**src/shared/dmacr_pkg.sv**
```systemverilog
/*
 dmacr_pkg: constants and types of the four-channel DMA request and cycle block.
 Assumes: compiled before verilog/dmacr_top.sv; nothing else.
*/
// What this block does
// - pin edges request DMA, interrupt setup untouched
// - code 0 software, 1 fall, 2 both
// - codes 18h-1Bh pick serial tx/rx requests
// - channel 3 has no pin source here
// - mode picks rx or ack; two-wire route
// - mode 00 off, 01 single, 11 repeat
// - size 00 byte, 01 half, 10 word
// - source address fixed or incrementing
// - destination address fixed or incrementing
// - reads first, then writes, cost by target
// - byte units add no bus cycles
// - half units add one when straddling
// - word units add per width and offset
// - each region own width and access count
// - program flash two same page, else three
// - ram one, two after a write
// - back-to-back peripheral accesses add one
// - external cycles wait for ready when mem_exp_mode set
// - ram and peripheral costs depend on the access before it, flash on the last read
// - length reads plus writes plus one
// - channel 0 first; cpu slot between
// - pending requests are not counted
`default_nettype none
package dmacr_pkg;
	localparam int         NCH         = 4;
	localparam logic [1:0] MODE_OFF    = 2'h0;
	localparam logic [1:0] MODE_SINGLE = 2'h1;
	localparam logic [1:0] MODE_REPEAT = 2'h3;
	localparam logic [1:0] SZ_16       = 2'h1;
	localparam logic [1:0] SZ_32       = 2'h2;
	localparam logic [1:0] BW_8        = 2'h0;
	localparam logic [1:0] BW_16       = 2'h1;
	localparam logic [1:0] BW_32       = 2'h2;
	localparam logic [1:0] BW_64       = 2'h3;
	localparam logic [4:0] SRC_SW      = 5'h00;
	localparam logic [4:0] SRC_FALL    = 5'h01;
	localparam logic [4:0] SRC_BOTH    = 5'h02;
	localparam logic [4:0] SRC_SER_LO  = 5'h18;
	localparam logic [4:0] SRC_SER_HI  = 5'h1b;
	localparam logic [2:0] SEL_MODE    = 3'h0;
	localparam logic [2:0] SEL_SRCSEL  = 3'h1;
	localparam logic [2:0] SEL_SRCADR  = 3'h2;
	localparam logic [2:0] SEL_DSTADR  = 3'h3;
	localparam logic [2:0] SEL_COUNT   = 3'h4;
	localparam logic [7:0] MODE_RST    = 8'h00;
	localparam logic [4:0] SRCSEL_RST  = 5'h00;
	localparam logic [31:0] SFR0_HI    = 32'h0000001f;
	localparam logic [31:0] SFR_HI     = 32'h000003ff;
	localparam logic [31:0] RAM_HI     = 32'h0003ffff;
	localparam logic [31:0] S2_LO      = 32'h00040000;
	localparam logic [31:0] S2_W32A    = 32'h00042000;
	localparam logic [31:0] S2_W32A_HI = 32'h00043fff;
	localparam logic [31:0] S2_SLOW    = 32'h000440e0;
	localparam logic [31:0] S2_SLOW_HI = 32'h000443ff;
	localparam logic [31:0] S2_W32B    = 32'h00046000;
	localparam logic [31:0] S2_SLOWB_HI= 32'h000467ff;
	localparam logic [31:0] S2_CPU     = 32'h00048000;
	localparam logic [31:0] S2_HI      = 32'h0004ffff;
	localparam logic [31:0] DF_LO      = 32'h00060000;
	localparam logic [31:0] DF_HI      = 32'h00061fff;
	localparam logic [31:0] EXT_LO     = 32'h00080000;
	localparam logic [31:0] EXT_HI     = 32'h01ffffff;
	localparam logic [31:0] EXTB_LO    = 32'hfe000000;
	localparam logic [31:0] PF_LO      = 32'hffe00000;
	localparam logic [3:0] ACC_ONE     = 4'h1;
	localparam logic [3:0] ACC_TWO     = 4'h2;
	localparam logic [3:0] ACC_THREE   = 4'h3;
	localparam logic [3:0] ACC_DF      = 4'h5;
	localparam logic [2:0] RK_CPU      = 3'h0;
	localparam logic [2:0] RK_RAM      = 3'h1;
	localparam logic [2:0] RK_PF       = 3'h2;
	localparam logic [2:0] RK_PER      = 3'h3;
	localparam logic [2:0] RK_EXT      = 3'h4;
	typedef struct packed {
		logic [1:0] rsv;
		logic       dst_incr_sel;
		logic       src_incr_sel;
		logic [1:0] unit_size;
		logic [1:0] xfer_mode;
	} dmacr_mode_t;
	typedef struct packed {
		logic [1:0] bw;
		logic [3:0] acc;
		logic [2:0] kind;
	} dmacr_region_t;
	typedef struct packed {
		logic        we;
		logic [31:0] addr;
	} dmacr_bus_t;
	typedef enum logic [4:0] {
		ST_IDLE  = 5'h01,
		ST_READ  = 5'h02,
		ST_WRITE = 5'h04,
		ST_DEC   = 5'h08,
		ST_GAP   = 5'h10
	} dmacr_state_t;
endpackage
`default_nettype wire

```
**src/verilog/dmacr_top.sv**
```systemverilog
/*
 dmacr_top: four-channel DMA request selection, channel registers and a
 transfer sequencer that costs each read and write in bus cycles; dmacr_fifo
 buffers read data. Assumes: one cpu clock, register writes from the cpu core.
*/
`timescale 1ns/1ns
`default_nettype none
// ==========================================================
// data buffer
module dmacr_fifo #(
	parameter int W = 32,
	parameter int D = 8
) (
	input  wire logic         sys_clk,   // clock
	input  wire logic         rst_n,     // sync reset
	input  wire logic         in_valid,  // push request
	output logic              in_ready,  // room left
	input  wire logic [W-1:0] in_data,   // pushed word
	output logic              out_valid, // word present
	input  wire logic         out_ready, // pop request
	output logic [W-1:0]      out_data   // head word
);
	localparam int AW = $clog2(D);
	logic [W-1:0]  mem_q [D];
	logic [W-1:0]  mem_d [D];
	logic [AW-1:0] wp_q, wp_d, rp_q, rp_d;
	logic [AW:0]   n_q, n_d;
	logic          push, pop;
	assign in_ready  = (n_q != (AW+1)'(D));
	assign out_valid = (n_q != '0);
	assign out_data  = mem_q[rp_q];
	assign push      = in_valid & in_ready;
	assign pop       = out_ready & out_valid;
	always_comb begin
		mem_d = mem_q;
		wp_d  = wp_q;
		rp_d  = rp_q;
		if (push) begin
			mem_d[wp_q] = in_data;
			wp_d        = (wp_q == AW'(D-1)) ? '0 : wp_q + 1'b1;
		end
		if (pop)
			rp_d = (rp_q == AW'(D-1)) ? '0 : rp_q + 1'b1;
		n_d = n_q + (AW+1)'(push) - (AW+1)'(pop);
	end
	always_ff @(posedge sys_clk) begin
		mem_q <= mem_d;
		wp_q  <= rst_n ? wp_d : '0;
		rp_q  <= rst_n ? rp_d : '0;
		n_q   <= rst_n ? n_d : '0;
	end
endmodule

// ==========================================================
// channels, request decode and sequencer
module dmacr_top #(
	parameter int PCLK_DIV = 2, // cpu clocks per peripheral clock
	parameter int PAGE_LSB = 4, // flash page holds 2**PAGE_LSB bytes
	parameter int FIFO_W   = 32,
	parameter int FIFO_D   = 8
) (
	input  wire logic            sys_clk,         // cpu clock
	input  wire logic            rst_n,           // sync reset
	input  wire logic            ldc_wr,          // register write strobe
	input  wire logic [1:0]      ldc_ch,          // channel addressed
	input  wire logic [2:0]      ldc_sel,         // register addressed
	input  wire logic [31:0]     ldc_wdata,       // write data
	output logic [31:0]          ldc_rdata,       // read data
	input  wire logic [3:0]      sw_trigger,      // software request pulses
	input  wire logic [2:0]      ext_request_pin, // request pins, ch0..2
	input  wire logic [1:0]      uart_tx_req,     // serial tx requests
	input  wire logic [1:0]      uart_rx_req,     // serial rx requests
	input  wire logic [1:0]      uart_ack_req,    // serial ack requests
	input  wire logic [1:0]      serial_irq_source_mode, // 1: ack not rx
	input  wire logic            twowire_irq_route_en,   // 1: two-wire
	input  wire logic            twowire_tx_req,  // two-wire request
	input  wire logic            twowire_rx_req,  // two-wire line request
	input  wire logic            mem_exp_mode,    // expanded or up mode
	input  wire logic            bus_rdy_n_pin,   // external ready, low
	input  wire logic [1:0]      ext_bus_width,   // external width code
	input  wire logic [3:0]      ext_bus_acc,     // external access count
	output logic                 bus_req,         // bus in use by dma
	output dmacr_pkg::dmacr_bus_t bus,            // direction and address
	output logic [31:0]          bus_wdata,       // write data
	input  wire logic [31:0]     bus_rdata,       // read data
	output logic                 cpu_slot,        // bus handed to cpu
	output logic [1:0]           act_ch           // channel in service
);
	localparam int NCH = dmacr_pkg::NCH;
	dmacr_pkg::dmacr_mode_t  mode_q [NCH];
	dmacr_pkg::dmacr_mode_t  mode_d [NCH];
	logic [4:0]              sel_q [NCH];
	logic [4:0]              sel_d [NCH];
	logic [31:0]             src_q [NCH];
	logic [31:0]             src_d [NCH];
	logic [31:0]             dst_q [NCH];
	logic [31:0]             dst_d [NCH];
	logic [31:0]             cnt_q [NCH];
	logic [31:0]             cnt_d [NCH];
	logic [NCH-1:0]          pend_q, pend_d, evt;
	dmacr_pkg::dmacr_state_t st_q, st_d;
	logic [1:0]              ch_q, ch_d;
	logic [7:0]              cyc_q, cyc_d;
	logic                    lw_q, lw_d, lp_q, lp_d;
	logic [31:0]             lpg_q, lpg_d;
	dmacr_pkg::dmacr_bus_t   bus_q, bus_d;
	logic [2:0]              p1_q, p2_q, p3_q;
	logic                    r1_q, r2_q;
	logic [3:0]              ser;
	logic                    f_in_rdy, f_out_vld, push, pop, go, is_ext;
	logic [7:0]              rcost, wcost;
	logic [2:0]              fall, rise;

	function automatic dmacr_pkg::dmacr_region_t region(input logic [31:0] a);
		dmacr_pkg::dmacr_region_t r;
		r = '{bw: dmacr_pkg::BW_64, acc: dmacr_pkg::ACC_ONE, kind: dmacr_pkg::RK_CPU};
		if (a <= dmacr_pkg::SFR_HI)
			r = '{dmacr_pkg::BW_16, (a <= dmacr_pkg::SFR0_HI) ? dmacr_pkg::ACC_THREE :
				dmacr_pkg::ACC_TWO, dmacr_pkg::RK_PER};
		else if (a <= dmacr_pkg::RAM_HI)
			r = '{dmacr_pkg::BW_64, dmacr_pkg::ACC_ONE, dmacr_pkg::RK_RAM};
		else if (a >= dmacr_pkg::S2_CPU && a <= dmacr_pkg::S2_HI)
			r = '{dmacr_pkg::BW_64, dmacr_pkg::ACC_TWO, dmacr_pkg::RK_CPU};
		else if (a >= dmacr_pkg::S2_LO && a < dmacr_pkg::S2_CPU) begin
			r = '{dmacr_pkg::BW_16, dmacr_pkg::ACC_TWO, dmacr_pkg::RK_PER};
			if ((a >= dmacr_pkg::S2_W32A && a <= dmacr_pkg::S2_W32A_HI) || a >= dmacr_pkg::S2_W32B)
				r.bw = dmacr_pkg::BW_32;
			if ((a >= dmacr_pkg::S2_SLOW && a <= dmacr_pkg::S2_SLOW_HI)
				|| (a >= dmacr_pkg::S2_W32B && a <= dmacr_pkg::S2_SLOWB_HI))
				r.acc = dmacr_pkg::ACC_THREE;
		end else if (a >= dmacr_pkg::DF_LO && a <= dmacr_pkg::DF_HI)
			r = '{dmacr_pkg::BW_64, dmacr_pkg::ACC_DF, dmacr_pkg::RK_CPU};
		else if ((a >= dmacr_pkg::EXT_LO && a <= dmacr_pkg::EXT_HI)
			|| (a >= dmacr_pkg::EXTB_LO && a < dmacr_pkg::PF_LO))
			r = '{ext_bus_width, ext_bus_acc, dmacr_pkg::RK_EXT};
		else if (a >= dmacr_pkg::PF_LO)
			r = '{dmacr_pkg::BW_64, dmacr_pkg::ACC_THREE, dmacr_pkg::RK_PF};
		return r;
	endfunction

	function automatic logic [1:0] extra(input logic [1:0] sz, input logic [1:0] bw,
		input logic [2:0] o);
		logic [1:0] x;
		x = 2'h0;
		if (sz == dmacr_pkg::SZ_16) begin
			unique case (bw)
				dmacr_pkg::BW_8:  x = 2'h1;
				dmacr_pkg::BW_16: x = {1'b0, o[0]};
				dmacr_pkg::BW_32: x = {1'b0, &o[1:0]};
				default:          x = {1'b0, &o};
			endcase
		end else if (sz == dmacr_pkg::SZ_32) begin
			unique case (bw)
				dmacr_pkg::BW_8:  x = 2'h3;
				dmacr_pkg::BW_16: x = o[0] ? 2'h2 : 2'h1;
				dmacr_pkg::BW_32: x = {1'b0, |o[1:0]};
				default:          x = {1'b0, o >= 3'h5};
			endcase
		end
		return x;
	endfunction

	function automatic logic [7:0] cost(input logic [31:0] a, input logic we,
		input logic [1:0] sz, input logic lw, input logic lp, input logic [31:0] lpg);
		dmacr_pkg::dmacr_region_t r;
		logic [7:0] bc, a1, an;
		r  = region(a);
		bc = 8'h1 + {6'h0, extra(sz, r.bw, a[2:0])};
		a1 = {4'h0, r.acc};
		an = a1;
		unique case (r.kind)
			dmacr_pkg::RK_RAM: begin
				a1 = {4'h0, lw ? dmacr_pkg::ACC_TWO : dmacr_pkg::ACC_ONE};
				an = {4'h0, we ? dmacr_pkg::ACC_TWO : dmacr_pkg::ACC_ONE};
			end
			dmacr_pkg::RK_PF: begin
				a1 = {4'h0, ((a >> PAGE_LSB) == (lpg >> PAGE_LSB)) ? dmacr_pkg::ACC_TWO :
					dmacr_pkg::ACC_THREE};
				an = {4'h0, dmacr_pkg::ACC_TWO};
			end
			dmacr_pkg::RK_PER: begin
				a1 = 8'(a1 * PCLK_DIV) + {7'h0, lp};
				an = 8'(an * PCLK_DIV) + 8'h1;
			end
			dmacr_pkg::RK_EXT: begin
				a1 = 8'(a1 * PCLK_DIV);
				an = a1;
			end
			default: ;
		endcase
		return 8'(a1 + 8'((bc - 8'h1) * an));
	endfunction

	dmacr_fifo #(.W(FIFO_W), .D(FIFO_D)) u_fifo (
		.sys_clk   (sys_clk),
		.rst_n     (rst_n),
		.in_valid  (push),
		.in_ready  (f_in_rdy),
		.in_data   (bus_rdata),
		.out_valid (f_out_vld),
		.out_ready (pop),
		.out_data  (bus_wdata)
	);

	// ==========================================================
	// request sources
	always_comb begin
		// edges only, irq config not read
		fall = p3_q & ~p2_q;
		rise = ~p3_q & p2_q;
		ser[0] = twowire_irq_route_en ? twowire_tx_req : uart_tx_req[0];
		ser[1] = twowire_irq_route_en ? twowire_rx_req :
			(serial_irq_source_mode[0] ? uart_ack_req[0] : uart_rx_req[0]);
		ser[2] = uart_tx_req[1];
		ser[3] = serial_irq_source_mode[1] ? uart_ack_req[1] : uart_rx_req[1];
		for (int i = 0; i < NCH; i++) begin
			evt[i] = 1'b0;
			if (sel_q[i] == dmacr_pkg::SRC_SW)
				evt[i] = sw_trigger[i];
			else if (i < 3 && sel_q[i] == dmacr_pkg::SRC_FALL)
				evt[i] = fall[i % 3];
			else if (i < 3 && sel_q[i] == dmacr_pkg::SRC_BOTH)
				evt[i] = fall[i % 3] | rise[i % 3];
			else if (sel_q[i] >= dmacr_pkg::SRC_SER_LO && sel_q[i] <= dmacr_pkg::SRC_SER_HI)
				evt[i] = ser[sel_q[i][1:0]];
			evt[i] = evt[i] & (mode_q[i].xfer_mode == dmacr_pkg::MODE_SINGLE
				|| mode_q[i].xfer_mode == dmacr_pkg::MODE_REPEAT);
		end
	end

	// ==========================================================
	// sequencer and channel registers
	always_comb begin
		is_ext = (region(bus_q.addr).kind == dmacr_pkg::RK_EXT);
		go     = (cyc_q == 8'h1) && (!is_ext || !mem_exp_mode || r2_q);
		wcost  = cost(dst_q[ch_q], 1'b1, mode_q[ch_q].unit_size, 1'b0,
			region(src_q[ch_q]).kind == dmacr_pkg::RK_PER, src_q[ch_q]);
		mode_d = mode_q;
		sel_d  = sel_q;
		src_d  = src_q;
		dst_d  = dst_q;
		cnt_d  = cnt_q;
		st_d   = st_q;
		ch_d   = ch_q;
		cyc_d  = cyc_q;
		lw_d   = lw_q;
		lp_d   = lp_q;
		lpg_d  = lpg_q;
		bus_d  = bus_q;
		push   = 1'b0;
		pop    = 1'b0;
		// one flag, set wins over clear
		pend_d = pend_q | evt;
		if (ldc_wr) begin
			unique case (ldc_sel)
				dmacr_pkg::SEL_MODE:   mode_d[ldc_ch] = {2'h0, ldc_wdata[5:0]};
				dmacr_pkg::SEL_SRCSEL: sel_d[ldc_ch]  = ldc_wdata[4:0];
				dmacr_pkg::SEL_SRCADR: src_d[ldc_ch]  = ldc_wdata;
				dmacr_pkg::SEL_DSTADR: dst_d[ldc_ch]  = ldc_wdata;
				dmacr_pkg::SEL_COUNT:  cnt_d[ldc_ch]  = ldc_wdata;
				default: ;
			endcase
		end
		unique case (st_q)
			dmacr_pkg::ST_IDLE: if (|pend_q) begin
				ch_d = pend_q[0] ? 2'h0 : pend_q[1] ? 2'h1 : pend_q[2] ? 2'h2 : 2'h3;
				pend_d[ch_d] = evt[ch_d];
				st_d  = dmacr_pkg::ST_READ;
			end
			dmacr_pkg::ST_READ: if (cyc_q > 8'h1) cyc_d = cyc_q - 8'h1;
				else if (go && f_in_rdy) begin
					push  = 1'b1;
					st_d  = dmacr_pkg::ST_WRITE;
					bus_d = '{we: 1'b1, addr: dst_q[ch_q]};
					cyc_d = wcost;
					lw_d  = 1'b0;
					lp_d  = region(bus_q.addr).kind == dmacr_pkg::RK_PER;
					lpg_d = bus_q.addr;
				end
			dmacr_pkg::ST_WRITE: if (cyc_q > 8'h1) cyc_d = cyc_q - 8'h1;
				else if (go && f_out_vld) begin
					pop  = 1'b1;
					st_d = dmacr_pkg::ST_DEC;
					lw_d = 1'b1;
					lp_d = region(bus_q.addr).kind == dmacr_pkg::RK_PER;
				end
			dmacr_pkg::ST_DEC: begin
				cnt_d[ch_q] = cnt_q[ch_q] - 32'h1;
				if (mode_q[ch_q].src_incr_sel)
					src_d[ch_q] = src_q[ch_q] + (32'h1 << mode_q[ch_q].unit_size);
				if (mode_q[ch_q].dst_incr_sel)
					dst_d[ch_q] = dst_q[ch_q] + (32'h1 << mode_q[ch_q].unit_size);
				if (mode_q[ch_q].xfer_mode == dmacr_pkg::MODE_SINGLE && cnt_q[ch_q] == 32'h1)
					mode_d[ch_q].xfer_mode = dmacr_pkg::MODE_OFF;
				st_d = dmacr_pkg::ST_GAP;
			end
			default: st_d = dmacr_pkg::ST_IDLE;
		endcase
		rcost = cost(src_q[ch_d], 1'b0, mode_q[ch_d].unit_size, lw_q, lp_q, lpg_q);
		if (st_q == dmacr_pkg::ST_IDLE && |pend_q) begin
			bus_d = '{we: 1'b0, addr: src_q[ch_d]};
			cyc_d = rcost;
		end
	end

	always_ff @(posedge sys_clk) begin
		// pins idle high: no false edge after reset
		p1_q   <= rst_n ? ext_request_pin : '1;
		p2_q   <= rst_n ? p1_q : '1;
		p3_q   <= rst_n ? p2_q : '1;
		r1_q   <= rst_n ? ~bus_rdy_n_pin : 1'b0;
		r2_q   <= rst_n ? r1_q : 1'b0;
		st_q   <= rst_n ? st_d : dmacr_pkg::ST_IDLE;
		ch_q   <= rst_n ? ch_d : 2'h0;
		cyc_q  <= rst_n ? cyc_d : 8'h0;
		lw_q   <= rst_n ? lw_d : 1'b0;
		lp_q   <= rst_n ? lp_d : 1'b0;
		lpg_q  <= rst_n ? lpg_d : '0;
		bus_q  <= rst_n ? bus_d : '0;
		pend_q <= rst_n ? pend_d : '0;
		for (int i = 0; i < NCH; i++) begin
			mode_q[i] <= rst_n ? mode_d[i] : dmacr_pkg::MODE_RST;
			sel_q[i]  <= rst_n ? sel_d[i] : dmacr_pkg::SRCSEL_RST;
			src_q[i]  <= rst_n ? src_d[i] : '0;
			dst_q[i]  <= rst_n ? dst_d[i] : '0;
			cnt_q[i]  <= rst_n ? cnt_d[i] : '0;
		end
	end

	always_comb begin
		unique case (ldc_sel)
			dmacr_pkg::SEL_MODE:   ldc_rdata = {24'h0, mode_q[ldc_ch]};
			dmacr_pkg::SEL_SRCSEL: ldc_rdata = {27'h0, sel_q[ldc_ch]};
			dmacr_pkg::SEL_SRCADR: ldc_rdata = src_q[ldc_ch];
			dmacr_pkg::SEL_DSTADR: ldc_rdata = dst_q[ldc_ch];
			dmacr_pkg::SEL_COUNT:  ldc_rdata = cnt_q[ldc_ch];
			default:               ldc_rdata = 32'h0;
		endcase
	end
	assign bus_req  = (st_q == dmacr_pkg::ST_READ) || (st_q == dmacr_pkg::ST_WRITE);
	assign bus      = bus_q;
	assign cpu_slot = (st_q == dmacr_pkg::ST_GAP);
	assign act_ch   = ch_q;
endmodule
`default_nettype wire

```
**config.mk**
```make
export PLATFORM = sky130hd
export DESIGN_NAME = dmacr_top
export DESIGN_NICKNAME = d
export VERILOG_FILES = /design/src/shared/dmacr_pkg.sv /design/src/verilog/dmacr_top.sv
export SDC_FILE = /design/constraint.sdc
export NUM_CORES = 2
export LEC_CHECK = 0
export ABC_AREA = 1
export BUFFER_PORTS_ARGS = -buffer_cell sky130_fd_sc_hd__buf_2
export CAP_MARGIN = 0
export CORE_MARGIN = 1.5
export CORE_UTILIZATION = 50
export DETAILED_ROUTE_END_ITERATION = 10
export PLACE_DENSITY = 0.67
export SYNTH_ARGS = -nofsm -noshare
export SYNTH_HDL_FRONTEND = slang
export SYNTH_HIERARCHICAL = 1
export SYNTH_SLANG_ARGS = --single-unit
```
**constraint.sdc**
```tcl
create_clock -name sys_clk -period 14.8 [get_ports sys_clk]
set_clock_uncertainty 0.15 [all_clocks]
set_input_delay 2.96 -clock sys_clk [delete_from_list [all_inputs] [get_ports sys_clk]]
set_output_delay 2.96 -clock sys_clk [all_outputs]
set_load 0.1 [all_outputs]
```
# Yosys cells after proc, flatten, opt, wreduce, memory -nomap -nowiden
# Index checks and enable logic that the tools add are counted.
# W data, S select, Z words.
dict set report word_totals {
  ff_bits 799
  input_bits 98
}
dict set report op_classes {
  addsub 18
  mul 2
  magnitude_cmp 91
  n_eq_ne 59
  shift 1
  n_mux 202
  bitwise_logic 22
  reduce_logical 83
}
# operator count
set op_table {}
lappend op_table {{$mux W128} 11}
lappend op_table {{$mux W32} 27}
lappend op_table {{$bwmux W128} 6}
lappend op_table {{$ge A32 B19 Y1 const B} 18}
lappend op_table {{$bmux W32 S2} 7}
lappend op_table {{$le A32 B19 Y1 const B} 14}
lappend op_table {{$bwmux W256} 1}
lappend op_table {{$ge A32 B32 Y1 const B} 8}
lappend op_table {{$pmux W32 S5} 1}
lappend op_table {{$demux W32 S2} 2}
lappend op_table {{$ge A32 B20 Y1 const B} 4}
lappend op_table {{$le A32 B10 Y1 const B} 4}
lappend op_table {{$le A32 B18 Y1 const B} 4}
lappend op_table {{$le A32 B25 Y1 const B} 4}
lappend op_table {{$lt A32 B19 Y1 const B} 4}
lappend op_table {{$lt A32 B32 Y1 const B} 4}
lappend op_table {{$mux W9} 12}
lappend op_table {{$bmux W32 S3} 1}
lappend op_table {{$demux W32 S3} 1}
lappend op_table {{$pmux W6 S4} 3}
lappend op_table {{$add A32 B32 Y32} 2}
lappend op_table {{$bwmux W32} 2}
lappend op_table {{$le A32 B5 Y1 const B} 2}
lappend op_table {{$mux W3} 20}
lappend op_table {{other kinds (80)} 316}

# Longest topological paths before layout
dict set report depth {
  word_depth 27
  mapped_depth 37
}

# Hierarchy
# Netlist, hierarchy kept.
# mod instances cells_per_inst area_per_inst_um2 seq_area_each_um2
set by_module_without_submodules {}
lappend by_module_without_submodules {dmacr_top 1 5642 36038.3 10430.0}
lappend by_module_without_submodules {dmacr_fifo 1 1200 11731.3 7887.6}

# Worst setup path after synthesis
# Ideal clock, no wire load.
dict set report synth_path {
  path_type {in2out}
  from {in ldc_ch[0]}
  to {out ldc_rdata[5]}
  arrival_time_ps 4905
  setup_slack_ps 6785
  stages 8
  n_path_buf 2
  cell_sequence {inv_1 nor2_1 inv_1 clkbuf_1 clkbuf_1 o22ai_1 o21ai_0 nand4_1}
}
dict set report synth_between {
  elab_chain_len 5
}
# item line_no
set synth_lines {}
lappend synth_lines {{start: declaration} dmacr_top.sv:65} ;# input wire logic [1:0] ldc_ch,
lappend synth_lines {{$not A2 Y3 (implied by the code) (*)} n/a}
lappend synth_lines {{$bmux W32 S2 (tied with other cells)} dmacr_top.sv:336} ;# dmacr_pkg::SEL_COUNT: ldc_rdata = cnt_q[ldc_ch];
lappend synth_lines {{$mux W32 (implied by the code) (tied with other cells) (2 in a row)} dmacr_top.sv:336}
lappend synth_lines {{$pmux W32 S5 (*)} dmacr_top.sv:331} ;# unique case (ldc_sel)
lappend synth_lines {{end: declaration} dmacr_top.sv:68} ;# output logic [31:0] ldc_rdata,
# Every way passes the cells marked *; elsewhere a longest branch is shown, timed or not. The select of a mux whose other input is x is not followed.

# Final worst setup path
dict set report layout_path {
  from {in ldc_ch[0]}
  to {out ldc_rdata[12]}
}
dict set report layout_between {
  elab_chain_len 5
}
# item line_no
set layout_lines {}
lappend layout_lines {{$not A2 Y3 (implied by the code) (*)} {dmacr_top.sv:334, dmacr_top.sv:335, dmacr_top.sv:336}}
lappend layout_lines {{$bmux W32 S2, on equally long branches} {dmacr_top.sv:336, dmacr_top.sv:334, dmacr_top.sv:335}}
lappend layout_lines {{$mux W32, on equally long branches (2 in a row)} {dmacr_top.sv:336, dmacr_top.sv:334, dmacr_top.sv:335}}
lappend layout_lines {{$pmux W32 S5 (*)} dmacr_top.sv:331}
# Marked as above.

==> impl_metrics.toml <==
[status]
outcome = "finished, final reports clean"

[placement]
place_hpwl_um = 130000
io_buffers = 198
globalplace.congestion = 1.10

[routing]
vias_per_cell = 6.12
first_pass_iters = 11
drtAntennaViolNets = 0
first_iter_violations = 7824
post_drt_wl_per_cell_um = 24.7
finalWirelength_um = 201000
vias = 49900
drc = 0

[worst_setup_path]
criticalPathCategory = "primary input to output pin"
ff2ff_setup_slack_ns = 7.43
cp.depth = 10
critPathCaptureType = "output pin"
endpoint = "ldc_rdata[12]"
crit_chain = "buf_2 -> inv_1 -> nor2_2 -> buf_4 -> clkinv_2 -> buf_4 -> o22ai_1 -> o21ai_0 -> nand3_1 -> buf_2"
slowest_stage = "clkinv_2"
cp-start-kind = "primary input"
arrival_ns = 6.32
crit_required_ns = 11.69
r2r_cells = 18
crit_family = "buffers and inverters"
reg2reg_from = "act_ch[1]"
slowest_delay_ns = 0.73
crit_path_start = "ldc_ch[0]"
reg2reg_to = "dst_q[26]"
path_buf_inv = 6
crit_fanout = 44

[global_route]
grt_max_degree = 191
grt_usage_pct = 40.1
grt_pass1_wl_um = 294000
antenna_found_initial = 16
grt_overflow = 0
grt_pass1_vias = 45700

[synth]
netlist_instances = 6842
synth.distinct_cells = 72
avgSynthCellArea_um2 = 6.98
syn_area_mm2 = 0.0478
syn-num-nets = 7000
synth_enable_flop_cells = 256
ys_warn_count = 6
synth_seq_cells = 787
async_flop_share_pct = 0
yosys_most_used_dff = "dfxtp_1"
synth.yosys.seq_area_share_pct = 38.3

[floorplan]
initial_core_util_pct = 50.4
die_area_mm2 = 0.0974
die_w_um = 312
fp.coreArea_mm2 = 0.0949
ios = 199
rows = 113
die_y_um = 312

[clocking]
cts_resized = 0
root_buffer = "clkbuf_16"
cts_buffers = 90
cts.sinks = 787
postCtsHoldBufs = 0
clockBufferDepth = 3
h-tree-depth = 3
path_clk_slew_ns = 0.06
tritoncts = "built"
clock_latency_ns = 0.73
post_cts_buffers = 0

[timing]
relSlewSlack_pct = 11.3
max_freq_mhz = 106
setup_viol = 0
grt_setup_unrepaired = "false"
min_period_ns = 9.43
fin_tns_setup_ns = 0
maxSlewViolCount = 0
worst_slew_pin_slew_ns = 1.33
min_period_over_period_pct = 63.7
finalHoldViolCount = 0
timing.hold.ws_ns = 0.271

[cells_and_area]
final_cell_mix = "1452 x nand2_1, 1175 x inv_1, 529 x o21ai_0, 529 x dfxtp_1, 478 x nand3_1"
seqCellArea_mm2 = 0.0183
fin_nets = 6964
multi_input_area_mm2 = 0.0233
utilization_pct = 55.6
synthToLayoutAreaGrowth_pct = 10.3
fillers = 9061
drive_gt1_share_pct = 9.24
final_common_cell = "nand2_1"

[pwr]
ir_drop_v = 0.000151
swShare_pct = 29.3
pwr-share-comb_pct = 14.2
p_sw_w = 0.00160
p_seq_share_pct = 41.1
total_power_w = 0.00548
p_int_w = 0.00387
p_leak_nw = 23.8
p_per_area_mw_per_mm2 = 104
clkPwrFrac_pct = 44.6

[job]
cap_violations = 0

[worst_hold_path]
hold_path.class = "register to register"
-- synthesized netlist by cell type (9+ instances only) --
library cell | instances | area share (%)
nand4_1 | 46 | 0.60
edfxtp_1 | 256 | 16
nand3_1 | 478 | 5.0
a211oi_1 | 64 | 1.0
buf_4 | 16 | 0.25
xor2_1 | 104 | 1.9
buf_6 | 12 | 0.28
xnor2_1 | 19 | 0.35
nor4_1 | 21 | 0.28
o221ai_1 | 23 | 0.42
clkbuf_1 | 270 | 2.1
nand2_2 | 22 | 0.29
nor3_1 | 42 | 0.44
o211ai_1 | 196 | 3.1
a31oi_1 | 37 | 0.48
o21ai_2 | 10 | 0.18
nand2_1 | 1462 | 11
o21a_1 | 34 | 0.53
fa_1 | 13 | 0.54
a221oi_2 | 9 | 0.28
o22ai_1 | 223 | 2.9
nor3_2 | 18 | 0.38
nor2_1 | 340 | 2.7
buf_2 | 71 | 0.74
buf_1 | 49 | 0.39
nor2_4 | 11 | 0.26
nor2_2 | 19 | 0.25
dfxtp_1 | 531 | 22
or2_2 | 14 | 0.18
o21ai_0 | 530 | 5.6
a22oi_1 | 60 | 0.94
a221oi_1 | 26 | 0.48
o21ai_1 | 58 | 0.61
a21oi_1 | 421 | 4.4
inv_1 | 1180 | 9.3
ha_1 | 47 | 1.2
inv_2 | 27 | 0.21
-- sequential cells by signal, indices dropped and copies added (netlist names), 8 cells and up --
register and cells:
src_q 128, lpg_q 28, mode_q 24, cnt_q 128, sel_q 20, u_fifo/mem_q 256, bus 33, dst_q 128
cyc_q 8
-- through the flow --
stage | instances | instance area, um^2 | setup slack [ns]
after detailed placement | 7979 | 49500 | 5.57
after global routing | 8148 | 52700 | 5.32
after floorplan | 6842 | 47800 | 6.78
after global placement | 7979 | 49500 | 5.68
final | 8152 | 52700 | 5.37
after CTS | 8145 | 52700 | 5.54
-- final cells by class --
type	count	share of cell area (%)
well taps	1265	3.00
inverters	1218	8.70
clock inverters	31	1.02
repair buffers	291	3.25
multi-input cells	4418	44.1
diodes	7	0.0332
flip-flops and latches	787	34.8
clock buffers	135	5.09
-- worst min-delay path by stage --
stage,startpoint,to,cells after the start
6_report,p1_q[2],p2_q[2],1
2_1_floorplan,r1_q,r2_q,2
3_3_place_gp,r1_q,r2_q,2
4_1_cts,p1_q[1],p2_q[1],1
3_5_place_dp,p1_q[2],p2_q[2],1
5_1_grt,p1_q[1],p2_q[1],1
-- cell families after synthesis --
| logic type | share of synthesized area, % |
|---|---|
| AOI/OAI and AO/OA | 21.7 |
| xor gates and xnor gates | 2.39 |
| adders and majority gates | 1.78 |
| buffers and inverters | 13.4 |
| DFF | 38.3 |
| and+or+nand+nor | 22.4 |
-- power groups by stage --
stage | combinational, W | clock, W | sequential (W)
2_1_floorplan | 0.000471 | 0 | 0.00231
3_3_place_gp | 0.000730 | 0 | 0.00230
3_5_place_dp | 0.000737 | 0 | 0.00230
4_1_cts | 0.000742 | 0.00245 | 0.00225
5_1_grt | 0.000825 | 0.00253 | 0.00225
6_report | 0.000780 | 0.00244 | 0.00225
-- layer usage --
metal	GRT usage (%)	routed length [um]	vias up	part of all wire (%)
li1	-	-	22500	-
met1	49.9	73500	22700	37
met2	59.4	83400	3645	41
met3	11.3	27000	939	13
met4	29.1	17300	14	8.6
met5	0	103	-	0.051
Note: power is estimated with default switching activity, not from simulation.
